==> src/ebc_pkg.sv <==
// external bus area and refresh control: shared constants and types
// assumes a 32-bit ahb-lite slave port, registers in the low byte of a word
package ebc_pkg;

	// register indices; byte address is four times the index
	localparam logic [15:0] IDX_BUS_WIDTH    = 16'hfed0;
	localparam logic [15:0] IDX_ACCESS_STATE = 16'hfed1;
	localparam logic [15:0] IDX_WAIT_HIGH    = 16'hfed2;
	localparam logic [15:0] IDX_WAIT_LOW     = 16'hfed3;
	localparam logic [15:0] IDX_BUS_CTL_HIGH = 16'hfed4;
	localparam logic [15:0] IDX_BUS_CTL_LOW  = 16'hfed5;
	localparam logic [15:0] IDX_MEM_CTL      = 16'hfed6;
	localparam logic [15:0] IDX_DRAM_CTL     = 16'hfed7;
	localparam logic [15:0] IDX_RFSH_COUNT   = 16'hfed8;
	localparam logic [15:0] IDX_RFSH_PERIOD  = 16'hfed9;
	localparam logic [15:0] IDX_IRQ_STATUS   = 16'hfedc;
	localparam logic [15:0] IDX_IRQ_CLEAR    = 16'hfedd;
	localparam logic [15:0] IDX_IRQ_ENABLE   = 16'hfede;

	// reset values
	localparam logic [7:0] RST_WIDTH_MODE4   = 8'h00;
	localparam logic [7:0] RST_WIDTH_OTHER   = 8'hff;
	localparam logic [7:0] RST_ACCESS_STATE  = 8'hff;
	localparam logic [7:0] RST_WAIT          = 8'hff;
	localparam logic [7:0] RST_BUS_CTL_HIGH  = 8'h00;
	localparam logic [7:0] RST_BUS_CTL_LOW   = 8'h00;
	localparam logic [7:0] RST_MEM_CTL       = 8'h00;
	localparam logic [7:0] RST_DRAM_CTL      = 8'h00;
	localparam logic [7:0] RST_RFSH_COUNT    = 8'h00;
	localparam logic [7:0] RST_RFSH_PERIOD   = 8'hff;

	// field positions
	localparam int REFRESH_EN_BIT   = 7;
	localparam int CBR_WAIT_BIT     = 6;
	localparam int SELF_REFRESH_BIT = 5;
	localparam int MATCH_FLAG_BIT   = 4;
	localparam int MATCH_IE_BIT     = 3;
	localparam int CLK_SEL_LSB      = 0;
	localparam int IDLE_CYCLE_BIT   = 7;
	localparam int PRECHARGE_BIT    = 3;
	localparam int IRQ_MATCH_BIT    = 0;
	localparam int IRQ_REFRESH_BIT  = 1;
	localparam int IRQ_W            = 2;

	// timing
	localparam int           PRESCALE_W   = 12;
	localparam logic [1:0]   STRAP_SETTLE = 2'h2;

	// ahb-lite encodings
	localparam logic [1:0] HTRANS_NONSEQ = 2'h2;
	localparam logic       HRESP_OKAY    = 1'h0;

	typedef enum logic [1:0] {
		EBC_PH_IDLE  = 2'h1,
		EBC_PH_WRITE = 2'h2
	} ebc_phase_t;

	function automatic logic [31:0] reg_addr(input logic [15:0] idx);
		reg_addr = {14'h0, idx, 2'h0};
	endfunction : reg_addr

endpackage : ebc_pkg

==> src/ebc_prescaler.sv <==
// refresh counter clock divider: one-cycle enable at the selected rate
// assumes the select code comes from a register on the same clock
module ebc_prescaler #(
	parameter int W = ebc_pkg::PRESCALE_W
) (
	input  wire logic         hclk,
	input  wire logic         hresetn,
	input  wire logic [2:0]   clk_sel,
	output logic              tick
);

	logic [W-1:0] div;
	logic [W-1:0] mask;

	always_ff @(posedge hclk or negedge hresetn) begin
		if (!hresetn) begin
			div <= '0;
		end else begin
			div <= div + 1'b1;
		end
	end

	// mask of low bits that must all be ones for the chosen division
	always_comb begin
		unique case (clk_sel)
			3'h1: mask = W'(12'h001);
			3'h2: mask = W'(12'h007);
			3'h3: mask = W'(12'h01f);
			3'h4: mask = W'(12'h07f);
			3'h5: mask = W'(12'h1ff);
			3'h6: mask = W'(12'h7ff);
			default: mask = W'(12'hfff);
		endcase
	end

	// code zero stops the tick entirely; div keeps counting
	always_ff @(posedge hclk or negedge hresetn) begin
		if (!hresetn) begin
			tick <= 1'b0;
		end else begin
			tick <= (clk_sel != 3'h0) && ((div & mask) == mask);
		end
	end

endmodule : ebc_prescaler

==> src/ebc_ctrl.sv <==
// external bus area configuration and dram refresh timer, ahb-lite slave
// assumes one slave on the bus, zero-wait answers, word transfers only
//
// Summary of operation
// - each area's width bit selects 16-bit access when clear, 8-bit when set.
// - each area's access-state bit selects 2-state cycles when clear, 3-state when set.
// - program waits apply to an area only while it is set for 3-state access.
// - each area's 2-bit wait field asks for zero to three program waits.
// - the idle-cycle bit inserts an idle between reads of different areas.
// - the precharge bit selects a one-state or two-state precharge cycle.
// - the refresh enable bit at bit 7 gates the refresh request and its status bit; the counter and match flag run regardless.
// - counter equal to period sets the match flag; read-one then write-zero clears it.
// - the 8-bit period register is the compare value and resets to all ones.
//
// Added by the designer: register access over AHB-Lite.
module ebc_ctrl (
	input  wire logic         hclk,
	input  wire logic         hresetn,
	input  wire logic         hsel,
	input  wire logic [31:0]  haddr,
	input  wire logic [1:0]   htrans,
	input  wire logic         hwrite,
	input  wire logic [2:0]   hsize,
	input  wire logic [31:0]  hwdata,
	input  wire logic         hready,
	output logic              hreadyout,
	output logic              hresp,
	output logic [31:0]       hrdata,
	input  wire logic         strap_mode4,
	output logic [7:0]        area_byte_width,
	output logic [7:0]        area_three_state,
	output logic [15:0]       area_wait_states,
	output logic              idle_cycle_enable,
	output logic              precharge_two_state,
	output logic              refresh_enable,
	output logic              cbr_refresh_wait,
	output logic              self_refresh_mode,
	output logic              refresh_request,
	output logic              compare_match_irq,
	output logic              irq
);

	////////////////////////////////////////////////////////////////////////
	// registers

	logic [7:0]             bus_width;
	logic [7:0]             access_state;
	logic [7:0]             wait_high;
	logic [7:0]             wait_low;
	logic [7:0]             bus_ctl_high;
	logic [7:0]             bus_ctl_low;
	logic [7:0]             mem_ctl;
	logic [7:0]             dram_ctl;
	logic [7:0]             rfsh_count;
	logic [7:0]             rfsh_period;
	logic [ebc_pkg::IRQ_W-1:0] irq_status;
	logic [ebc_pkg::IRQ_W-1:0] irq_enable;

	logic                   strap_meta;
	logic                   strap_sync;
	logic [1:0]             settle;
	logic                   width_loaded;

	ebc_pkg::ebc_phase_t    phase;
	logic [31:0]            wr_addr;
	logic                   take;
	logic                   wr_en;
	logic [7:0]             wdat;
	logic [31:0]            next_rdata;
	logic                   flag_armed;
	logic                   tick;
	logic                   match;
	logic                   flag_clear;
	logic [15:0]            wait_all;

	function automatic logic hit(input logic [31:0] a,
		input logic [15:0] idx);
		hit = (a == ebc_pkg::reg_addr(idx));
	endfunction : hit

	////////////////////////////////////////////////////////////////////////
	// ahb-lite slave: address phase capture, one data phase

	assign hreadyout = 1'b1;
	assign hresp     = ebc_pkg::HRESP_OKAY;
	assign take      = hsel && hready && htrans[1];
	assign wr_en     = (phase == ebc_pkg::EBC_PH_WRITE);
	assign wdat      = hwdata[7:0];

	always_ff @(posedge hclk or negedge hresetn) begin
		if (!hresetn) begin
			phase   <= ebc_pkg::EBC_PH_IDLE;
			wr_addr <= 32'h0;
		end else begin
			unique case (phase)
				ebc_pkg::EBC_PH_IDLE: begin
					if (take && hwrite) begin
						phase   <= ebc_pkg::EBC_PH_WRITE;
						wr_addr <= haddr;
					end
				end
				ebc_pkg::EBC_PH_WRITE: begin
					if (!(take && hwrite)) begin
						phase <= ebc_pkg::EBC_PH_IDLE;
					end
					if (take && hwrite) begin
						wr_addr <= haddr;
					end
				end
			endcase
		end
	end

	// read mux; unmapped and write-only addresses read as zero
	always_comb begin
		next_rdata = 32'h0;
		if (hit(haddr, ebc_pkg::IDX_BUS_WIDTH)) begin
			next_rdata[7:0] = bus_width;
		end else if (hit(haddr, ebc_pkg::IDX_ACCESS_STATE)) begin
			next_rdata[7:0] = access_state;
		end else if (hit(haddr, ebc_pkg::IDX_WAIT_HIGH)) begin
			next_rdata[7:0] = wait_high;
		end else if (hit(haddr, ebc_pkg::IDX_WAIT_LOW)) begin
			next_rdata[7:0] = wait_low;
		end else if (hit(haddr, ebc_pkg::IDX_BUS_CTL_HIGH)) begin
			next_rdata[7:0] = bus_ctl_high;
		end else if (hit(haddr, ebc_pkg::IDX_BUS_CTL_LOW)) begin
			next_rdata[7:0] = bus_ctl_low;
		end else if (hit(haddr, ebc_pkg::IDX_MEM_CTL)) begin
			next_rdata[7:0] = mem_ctl;
		end else if (hit(haddr, ebc_pkg::IDX_DRAM_CTL)) begin
			next_rdata[7:0] = dram_ctl;
		end else if (hit(haddr, ebc_pkg::IDX_RFSH_COUNT)) begin
			next_rdata[7:0] = rfsh_count;
		end else if (hit(haddr, ebc_pkg::IDX_RFSH_PERIOD)) begin
			next_rdata[7:0] = rfsh_period;
		end else if (hit(haddr, ebc_pkg::IDX_IRQ_STATUS)) begin
			next_rdata[ebc_pkg::IRQ_W-1:0] = irq_status;
		end else if (hit(haddr, ebc_pkg::IDX_IRQ_ENABLE)) begin
			next_rdata[ebc_pkg::IRQ_W-1:0] = irq_enable;
		end
	end

	// data is sampled at the address phase so it stands for the data phase
	always_ff @(posedge hclk or negedge hresetn) begin
		if (!hresetn) begin
			hrdata <= 32'h0;
		end else if (take && !hwrite) begin
			hrdata <= next_rdata;
		end
	end

	////////////////////////////////////////////////////////////////////////
	// mode strap: synchronised, then caught once after reset release

	always_ff @(posedge hclk or negedge hresetn) begin
		if (!hresetn) begin
			strap_meta <= 1'b0;
			strap_sync <= 1'b0;
			settle     <= 2'h0;
		end else begin
			strap_meta <= strap_mode4;
			strap_sync <= strap_meta;
			if (settle != ebc_pkg::STRAP_SETTLE) begin
				settle <= settle + 2'h1;
			end
		end
	end

	// a software write before the strap is caught still wins afterwards
	always_ff @(posedge hclk or negedge hresetn) begin
		if (!hresetn) begin
			bus_width    <= ebc_pkg::RST_WIDTH_OTHER;
			width_loaded <= 1'b0;
		end else if (wr_en && hit(wr_addr, ebc_pkg::IDX_BUS_WIDTH)) begin
			bus_width    <= wdat;
			width_loaded <= 1'b1;
		end else if (!width_loaded && settle == ebc_pkg::STRAP_SETTLE) begin
			bus_width    <= strap_sync ? ebc_pkg::RST_WIDTH_MODE4
				: ebc_pkg::RST_WIDTH_OTHER;
			width_loaded <= 1'b1;
		end
	end

	////////////////////////////////////////////////////////////////////////
	// area configuration registers

	always_ff @(posedge hclk or negedge hresetn) begin
		if (!hresetn) begin
			access_state <= ebc_pkg::RST_ACCESS_STATE;
			wait_high    <= ebc_pkg::RST_WAIT;
			wait_low     <= ebc_pkg::RST_WAIT;
			bus_ctl_high <= ebc_pkg::RST_BUS_CTL_HIGH;
			bus_ctl_low  <= ebc_pkg::RST_BUS_CTL_LOW;
			mem_ctl      <= ebc_pkg::RST_MEM_CTL;
		end else if (wr_en) begin
			if (hit(wr_addr, ebc_pkg::IDX_ACCESS_STATE)) begin
				access_state <= wdat;
			end
			if (hit(wr_addr, ebc_pkg::IDX_WAIT_HIGH)) begin
				wait_high <= wdat;
			end
			if (hit(wr_addr, ebc_pkg::IDX_WAIT_LOW)) begin
				wait_low <= wdat;
			end
			if (hit(wr_addr, ebc_pkg::IDX_BUS_CTL_HIGH)) begin
				bus_ctl_high <= wdat;
			end
			if (hit(wr_addr, ebc_pkg::IDX_BUS_CTL_LOW)) begin
				bus_ctl_low <= wdat;
			end
			if (hit(wr_addr, ebc_pkg::IDX_MEM_CTL)) begin
				mem_ctl <= wdat;
			end
		end
	end

	// areas 7..4 in the high register, 3..0 in the low one
	assign wait_all = {wait_high, wait_low};

	// outputs to the bus cycle logic, registered from the fields
	always_ff @(posedge hclk or negedge hresetn) begin
		if (!hresetn) begin
			area_byte_width     <= ebc_pkg::RST_WIDTH_OTHER;
			area_three_state    <= ebc_pkg::RST_ACCESS_STATE;
			area_wait_states    <= 16'h0;
			idle_cycle_enable   <= 1'b0;
			precharge_two_state <= 1'b0;
		end else begin
			area_byte_width  <= bus_width;
			area_three_state <= access_state;
			for (int n = 0; n < 8; n++) begin
				// 2-state areas never see program waits
				area_wait_states[2*n +: 2] <= access_state[n]
					? wait_all[2*n +: 2] : 2'h0;
			end
			idle_cycle_enable <=
				bus_ctl_high[ebc_pkg::IDLE_CYCLE_BIT];
			precharge_two_state <=
				mem_ctl[ebc_pkg::PRECHARGE_BIT];
		end
	end

	////////////////////////////////////////////////////////////////////////
	// refresh timer

	ebc_prescaler #(
		.W(ebc_pkg::PRESCALE_W)
	) u_prescaler (
		.hclk    (hclk),
		.hresetn (hresetn),
		.clk_sel (dram_ctl[ebc_pkg::CLK_SEL_LSB +: 3]),
		.tick    (tick)
	);

	// match on the tick that finds count equal to period; count restarts
	assign match = tick && (rfsh_count == rfsh_period);

	always_ff @(posedge hclk or negedge hresetn) begin
		if (!hresetn) begin
			rfsh_count <= ebc_pkg::RST_RFSH_COUNT;
		end else if (wr_en && hit(wr_addr, ebc_pkg::IDX_RFSH_COUNT)) begin
			rfsh_count <= wdat;
		end else if (match) begin
			rfsh_count <= 8'h0;
		end else if (tick) begin
			rfsh_count <= rfsh_count + 8'h1;
		end
	end

	always_ff @(posedge hclk or negedge hresetn) begin
		if (!hresetn) begin
			rfsh_period <= ebc_pkg::RST_RFSH_PERIOD;
		end else if (wr_en && hit(wr_addr, ebc_pkg::IDX_RFSH_PERIOD)) begin
			rfsh_period <= wdat;
		end
	end

	////////////////////////////////////////////////////////////////////////
	// dram control register and its match flag

	// reading the flag as one arms the clear; any write to the register
	// uses up the arming so a stale read cannot clear a later match
	always_ff @(posedge hclk or negedge hresetn) begin
		if (!hresetn) begin
			flag_armed <= 1'b0;
		end else if (take && !hwrite
			&& hit(haddr, ebc_pkg::IDX_DRAM_CTL)) begin
			flag_armed <= dram_ctl[ebc_pkg::MATCH_FLAG_BIT];
		end else if (wr_en && hit(wr_addr, ebc_pkg::IDX_DRAM_CTL)) begin
			flag_armed <= 1'b0;
		end
	end

	assign flag_clear = wr_en && hit(wr_addr, ebc_pkg::IDX_DRAM_CTL)
		&& flag_armed && !wdat[ebc_pkg::MATCH_FLAG_BIT];

	always_ff @(posedge hclk or negedge hresetn) begin
		if (!hresetn) begin
			dram_ctl <= ebc_pkg::RST_DRAM_CTL;
		end else begin
			if (wr_en && hit(wr_addr, ebc_pkg::IDX_DRAM_CTL)) begin
				dram_ctl[7:5] <= wdat[7:5];
				dram_ctl[3:0] <= wdat[3:0];
			end
			// a match in the clearing cycle keeps the flag set
			if (match) begin
				dram_ctl[ebc_pkg::MATCH_FLAG_BIT] <= 1'b1;
			end else if (flag_clear) begin
				dram_ctl[ebc_pkg::MATCH_FLAG_BIT] <= 1'b0;
			end
		end
	end

	always_ff @(posedge hclk or negedge hresetn) begin
		if (!hresetn) begin
			refresh_enable    <= 1'b0;
			cbr_refresh_wait  <= 1'b0;
			self_refresh_mode <= 1'b0;
			refresh_request   <= 1'b0;
			compare_match_irq <= 1'b0;
		end else begin
			refresh_enable    <= dram_ctl[ebc_pkg::REFRESH_EN_BIT];
			cbr_refresh_wait  <= dram_ctl[ebc_pkg::CBR_WAIT_BIT];
			self_refresh_mode <= dram_ctl[ebc_pkg::SELF_REFRESH_BIT];
			refresh_request   <= match
				&& dram_ctl[ebc_pkg::REFRESH_EN_BIT];
			compare_match_irq <= (match
				|| (dram_ctl[ebc_pkg::MATCH_FLAG_BIT] && !flag_clear))
				&& dram_ctl[ebc_pkg::MATCH_IE_BIT];
		end
	end

	////////////////////////////////////////////////////////////////////////
	// sticky event status, write-one clear, enable, one level interrupt

	always_ff @(posedge hclk or negedge hresetn) begin
		if (!hresetn) begin
			irq_enable <= '0;
		end else if (wr_en && hit(wr_addr, ebc_pkg::IDX_IRQ_ENABLE)) begin
			irq_enable <= wdat[ebc_pkg::IRQ_W-1:0];
		end
	end

	always_ff @(posedge hclk or negedge hresetn) begin
		if (!hresetn) begin
			irq_status <= '0;
		end else begin
			for (int b = 0; b < ebc_pkg::IRQ_W; b++) begin
				if ((b == ebc_pkg::IRQ_MATCH_BIT && match)
					|| (b == ebc_pkg::IRQ_REFRESH_BIT && match
					&& dram_ctl[ebc_pkg::REFRESH_EN_BIT])) begin
					irq_status[b] <= 1'b1;
				end else if (wr_en
					&& hit(wr_addr, ebc_pkg::IDX_IRQ_CLEAR)
					&& wdat[b]) begin
					irq_status[b] <= 1'b0;
				end
			end
		end
	end

	always_ff @(posedge hclk or negedge hresetn) begin
		if (!hresetn) begin
			irq <= 1'b0;
		end else begin
			irq <= |(irq_status & irq_enable);
		end
	end

endmodule : ebc_ctrl

==> config.mk <==
export PLATFORM = sky130hd
export DESIGN_NAME = ebc_ctrl
export DESIGN_NICKNAME = d
export VERILOG_FILES = /design/src/ebc_pkg.sv /design/src/ebc_prescaler.sv /design/src/ebc_ctrl.sv
export SDC_FILE = /design/constraint.sdc
export NUM_CORES = 1
export LEC_CHECK = 0
export ABC_CLOCK_PERIOD_IN_PS = 2400
export CAP_MARGIN = 20
export CORE_MARGIN = 2
export CORE_UTILIZATION = 30
export DETAILED_ROUTE_END_ITERATION = 10
export DONT_BUFFER_PORTS = 1
export GPL_ROUTABILITY_DRIVEN = 0
export HOLD_SLACK_MARGIN = 0.12
export MAX_ROUTING_LAYER = met4
export SKIP_LAST_GASP = 1
export SYNTH_ARGS = -nofsm -noshare
export SYNTH_HDL_FRONTEND = slang
export SYNTH_HIERARCHICAL = 1
export SYNTH_SLANG_ARGS = --single-unit
==> constraint.sdc <==
create_clock -name hclk -period 2.4 [get_ports hclk]
set_input_delay 0.36 -clock hclk [delete_from_list [all_inputs] [get_ports hclk]]
set_output_delay 0.36 -clock hclk [all_outputs]
set_load 0.1 [all_outputs]
After elaboration in Yosys (flattened, before gate mapping)
Cells that the tools add are included.
- register bits after elaboration: 185
- input port bits: 75
- output and inout port bits: 74
- logic and storage cells: 164
- add/sub/neg operators: 3
- equality and inequality tests: 39
- mux-type cells: 43
- bitwise gates (word level): 2
- reductions and logical operators: 42
- operators with widths (cell ; count):
    $eq A32 B18 Y1 const B ; 24
    $mux W8 ; 15
    $pmux W12 S6 ; 1
    $mux W32 ; 2
    $mux W2 ; 13
    $logic_and A1 B1 Y1 ; 21
    $reduce_and A2 Y1 ; 7
    $add A12 B1 Y12 const B ; 1
    $and A12 B12 Y12 ; 1
    $eq A12 B12 Y1 ; 1
    $mux W1 ; 10
    $reduce_bool A2 Y1 ; 5
    $eq A3 B3 Y1 const B ; 3
    $add A8 B1 Y8 const B ; 1
    $eq A8 B8 Y1 ; 1
    $eq A3 B2 Y1 const B ; 2
    $mux W6 ; 1
    $ne A2 B2 Y1 const B ; 3
    $reduce_bool A3 Y1 ; 2
    $eq A2 B2 Y1 const B ; 2
    $logic_not A1 Y1 ; 4
    $pmux W2 S2 ; 1
    $reduce_or A2 Y1 ; 2
    $eq A3 B1 Y1 const B ; 1
    5 further kinds ; 5

Depth between registers and ports, before layout
- depth in word-level cells: 13
- gate-level depth with buffers: 9
- gate-level depth less buffers: 8

Hierarchy
Netlist, hierarchy kept.
- modules (own cells, without submodules) (module ; times used ; cells each ; area an instance (um^2) ; sequential area each (um^2)):
    ebc_ctrl ; 1 ; 662 ; 7953.9 ; 4375.4
    ebc_prescaler ; 1 ; 52 ; 594.3 ; 325.3

Worst setup path after synthesis
OpenSTA, ideal clock, no wires.
- path kind: reg-to-reg
- start point: reg phase[0]
- end point: reg dram_ctl[0]
- library setup time: 0.128 ns
- arrival time: 1.945 ns
- required time: 2.272 ns
- setup slack: 0.327 ns
- stages on the path, launching flop included: 8
- path buffers: 0
- clock period less this slack: 2.073 ns
- path through: dfstp_2 inv_1 ha_1 nor4b_1 nand3_1 nor4b_4 nand2_2 mux2_1
- longest elaborated chain between the ends: 2
- ends and longest elaborated chain (what ; line ; source):
    start: declaration ; ebc_ctrl.sv:64 ; ebc_pkg::ebc_phase_t phase;
    start signal: assignment ; ebc_ctrl.sv:92 ; phase <= ebc_pkg::EBC_PH_IDLE;
    start signal: assignment ; ebc_ctrl.sv:98 ; phase <= ebc_pkg::EBC_PH_WRITE;
    start signal: assignment ; ebc_ctrl.sv:104 ; phase <= ebc_pkg::EBC_PH_IDLE;
    $eq A2 B2 Y1 ; ebc_ctrl.sv:87 ; assign wr_en = (phase == ebc_pkg::EBC_PH_WRITE);
    net wr_en ; ebc_ctrl.sv:67 ; logic wr_en;
    $logic_and A1 B1 Y1 ; ebc_ctrl.sv:302 ; if (wr_en && hit(wr_addr, ebc_pkg::IDX_DRAM_CTL)) begin
    end signal: assignment ; ebc_ctrl.sv:300 ; dram_ctl <= ebc_pkg::RST_DRAM_CTL;
    end signal: assignment ; ebc_ctrl.sv:304 ; dram_ctl[3:0] <= wdat[3:0];
    end: declaration ; ebc_ctrl.sv:53 ; logic [7:0] dram_ctl;
The timed path passes the listed nets, and every way through them passes these cells.
A chain may end at the register's enable or synchronous reset.

Final worst setup path
- start point: reg phase[0]
- end point: reg dram_ctl[2]
The elaborated chain is that of the path after synthesis.

==> flow_summary.yaml <==
cts:
  path_clk_slew_ns: 0.08
  numCtsBuffers: 17
  clk_latency_ns: 0.44
  clock-root-buffer: "clkbuf_16"
  h-tree-depth: 4
  postCtsHoldBufs: 39
  cts_tree: "done"
  cts_buffer_depth: 2
  cts.sinks: 185
synthesis:
  ys_seq_elements: 185
  synth_cell_types: 73
  yosys_warnings: 6
  ys.flop_type: "dfrtp_1"
  async_flop_share: 1.00
  post_synth.cell_area_avg_um2: 12.0
  synth-edff-count: 0
  syn_inst: 714
  synth.most_common_cell: "dfrtp_1"
  synth_top_area_frac: 0.375
  syn_area_mm2: 0.00855
  yosysTopAreaCell: "dfrtp_1"
  ys_seq_area_frac: 0.550
  synth_common_cells: "128 x dfrtp_1, 101 x mux2_2, 57 x dfstp_2, 44 x nand2_1, 39 x nor2_1"
  synth.area.top_cells: "dfrtp_1 37%, dfstp_2 18%, mux2_2 13%, buf_4 2.3%, a21oi_1 2.0%"
global_routing:
  antenna_found_initial: 5
  grt_max_degree: 186
  grt_pass1_vias: 6070
  grt_use_total: 0.160
  grt_first_pass_wirelength_mm: 35.8
  grt_overflow: 0
die:
  start_util: 0.306
  pin_count: 149
  rows: 61
  die_area_mm2: 0.0299
  coreArea_mm2: 0.0279
  die_w_um: 173
  die_y_um: 173
route:
  wire_per_inst_um: 19.1
  postRouteAntennaNets: 0
  vias: 5918
  drt-initial-drc-count: 398
  drc: 0
  drt-total-wl_mm: 22.7
  via_per_inst: 4.99
  first_pass_iters: 6
finish:
  final_nets: 872
  nFillCells: 2751
  top_register: "wr_addr"
  largest_reg_flops: 32
  final_util: 0.366
  syn_to_final_growth_pct: 19.7
  top_regs: "wr_addr (32), area_wait_states (16), u_prescaler/div (12)"
  drive_above_1_share: 0.328
setup_path:
  worstPathArrival_ns: 2.56
  cp_max_fo: 8
  crit_type: "register to register"
  end_kind: "register"
  cp.required_ns: 2.73
  start_kind: "register"
timing:
  worst_clock_skew_ns: 0.0134
  period_needed_ns: 2.23
  fmax_mhz: 449
  finalCritPeriodShare: 0.928
  tightest_slew_ns: 0.876
  finalHoldViolations: 159
  whs_ns: -0.372
  rsz0062_at_grt: "false"
  finalSetupViolCount: 0
  slew_violations: 0
  relSlewSlack: 0.416
  setup_tns_ns: 0
run_status:
  status: "finished, violations left"
  violations: "negative hold slack"
power_and_ir_drop:
  p_per_area_mw_per_mm2: 845
  vdd_drop_max_mv: 0.515
  leakagePower_nw: 4.22
placement:
  dp_hpwl_mm: 15.4
  numPortBuffers: 0
run:
  maxCapViolCount: 0
worst_hold_path:
  hold_path.class: "input pin to asynchronous set/reset pin"
==> logic make-up (layout without fill, tap and decap cells) <==
group	after synthesis	in the layout	share of synthesized area
fa+ha+maj	5	5	0.00732
flops	185	185	0.550
mux	111	111	0.145
buf+inv	68	135	0.0422
other cells	2	30	0.000879
simple gates	207	207	0.144
compound gates	117	117	0.0909
xor+xnor	19	19	0.0195
==> critical path: stages, from the launching register on <==
cell	delay [ns]
dfstp_2	0.38
inv_1	0.07
ha_1	0.20
nor4b_2	0.32
nand3_2	0.18
nor4b_4	0.23
buf_4	0.19
nand2_2	0.18
mux2_1	0.36
==> layer usage <==
metal | vias up | track usage | routed length, um
met3 | 38 | 0.0394 | 1320
met1 | 3017 | 0.196 | 9600
met5 | - | - | 0
met4 | 0 | 0.0614 | 558
met2 | 165 | 0.254 | 11200
li1 | 2698 | - | -
==> stage by stage <==
stage / hold WS (ns) / instance area [um^2] / cells / setup WS (ns) / power (mW)
final: -0.372 / 10200 / 1187 / 0.173 / 8.64
after global routing: -0.397 / 10200 / 1187 / 0.0240 / 9.04
after CTS: -0.408 / 10200 / 1182 / 0.0997 / 8.70
after global placement: 0.0719 / 9190 / 1111 / 0.109 / 5.63
after detailed placement: 0.0678 / 9190 / 1111 / 0.0231 / 5.67
after floorplan: 0.0644 / 8640 / 738 / 0.327 / 5.37
==> cells in the final DEF, fill, tap and decap left out, types with 8 or more instances in the layout <==
cell type	Yosys	layout
dfrtp_1	128	128
mux2_2	101	101
dfstp_2	57	57
buf_4	26	50
nand2_1	44	44
dlygate4sd3_1	0	39
nor2_1	39	38
a21oi_1	34	34
conb_1	2	26
and2_1	23	23
o21ai_0	21	21
nand3_1	18	17
clkbuf_16	0	17
inv_1	13	13
xnor2_1	11	11
nor3_1	10	10
nor4_1	8	8
mux2i_1	8	8
xor2_1	8	8
==> power breakdown <==
part	leakage (nW)	internal, mW	total, mW	switching (mW)
Clock	0.304	1.52	2.93	1.41
Combinational	1.76	0.774	1.61	0.838
Sequential	2.15	3.60	4.10	0.498
Total	4.22	5.89	8.64	2.75
==> repair_timing <==
| item | CTS | global route |
|---|---|---|
| setup endpoints to repair | 1 | 12 |
| hold endpoints to repair | 299 | 185 |
| gates resized for setup | 1 | 1 |
| buffers inserted | 0 | 1 |
| pin swaps | 0 | 1 |
==> cell type report <==
class	instances	area [um^2]	area share
Sequential cell	185	4700	0.459
Timing Repair Buffer	90	786	0.0768
Inverter	13	48.8	0.00477
Clock inverter	15	196	0.0192
Antenna cell	4	10.0	0.000978
Clock buffer	17	425	0.0416
Multi-Input combinational cell	485	3590	0.351
Tap cell	378	473	0.0462
==> worst paths after layout <==
check                                 from        endpoint  slack, ns  cells after the start
worst max-delay path              phase[0]     dram_ctl[2]       0.17                      8
worst min-delay path               hresetn     wr_addr[28]      -0.37                      0
worst max register to register    phase[0]     dram_ctl[2]       0.17                      8
worst min register to register  strap_meta      strap_sync       0.35                      0
max in group asynchronous          hresetn  rfsh_period[3]       2.29                      0
min in group hclk                   hready        phase[0]       0.20                      3
Power figures use the tool's default switching activity.
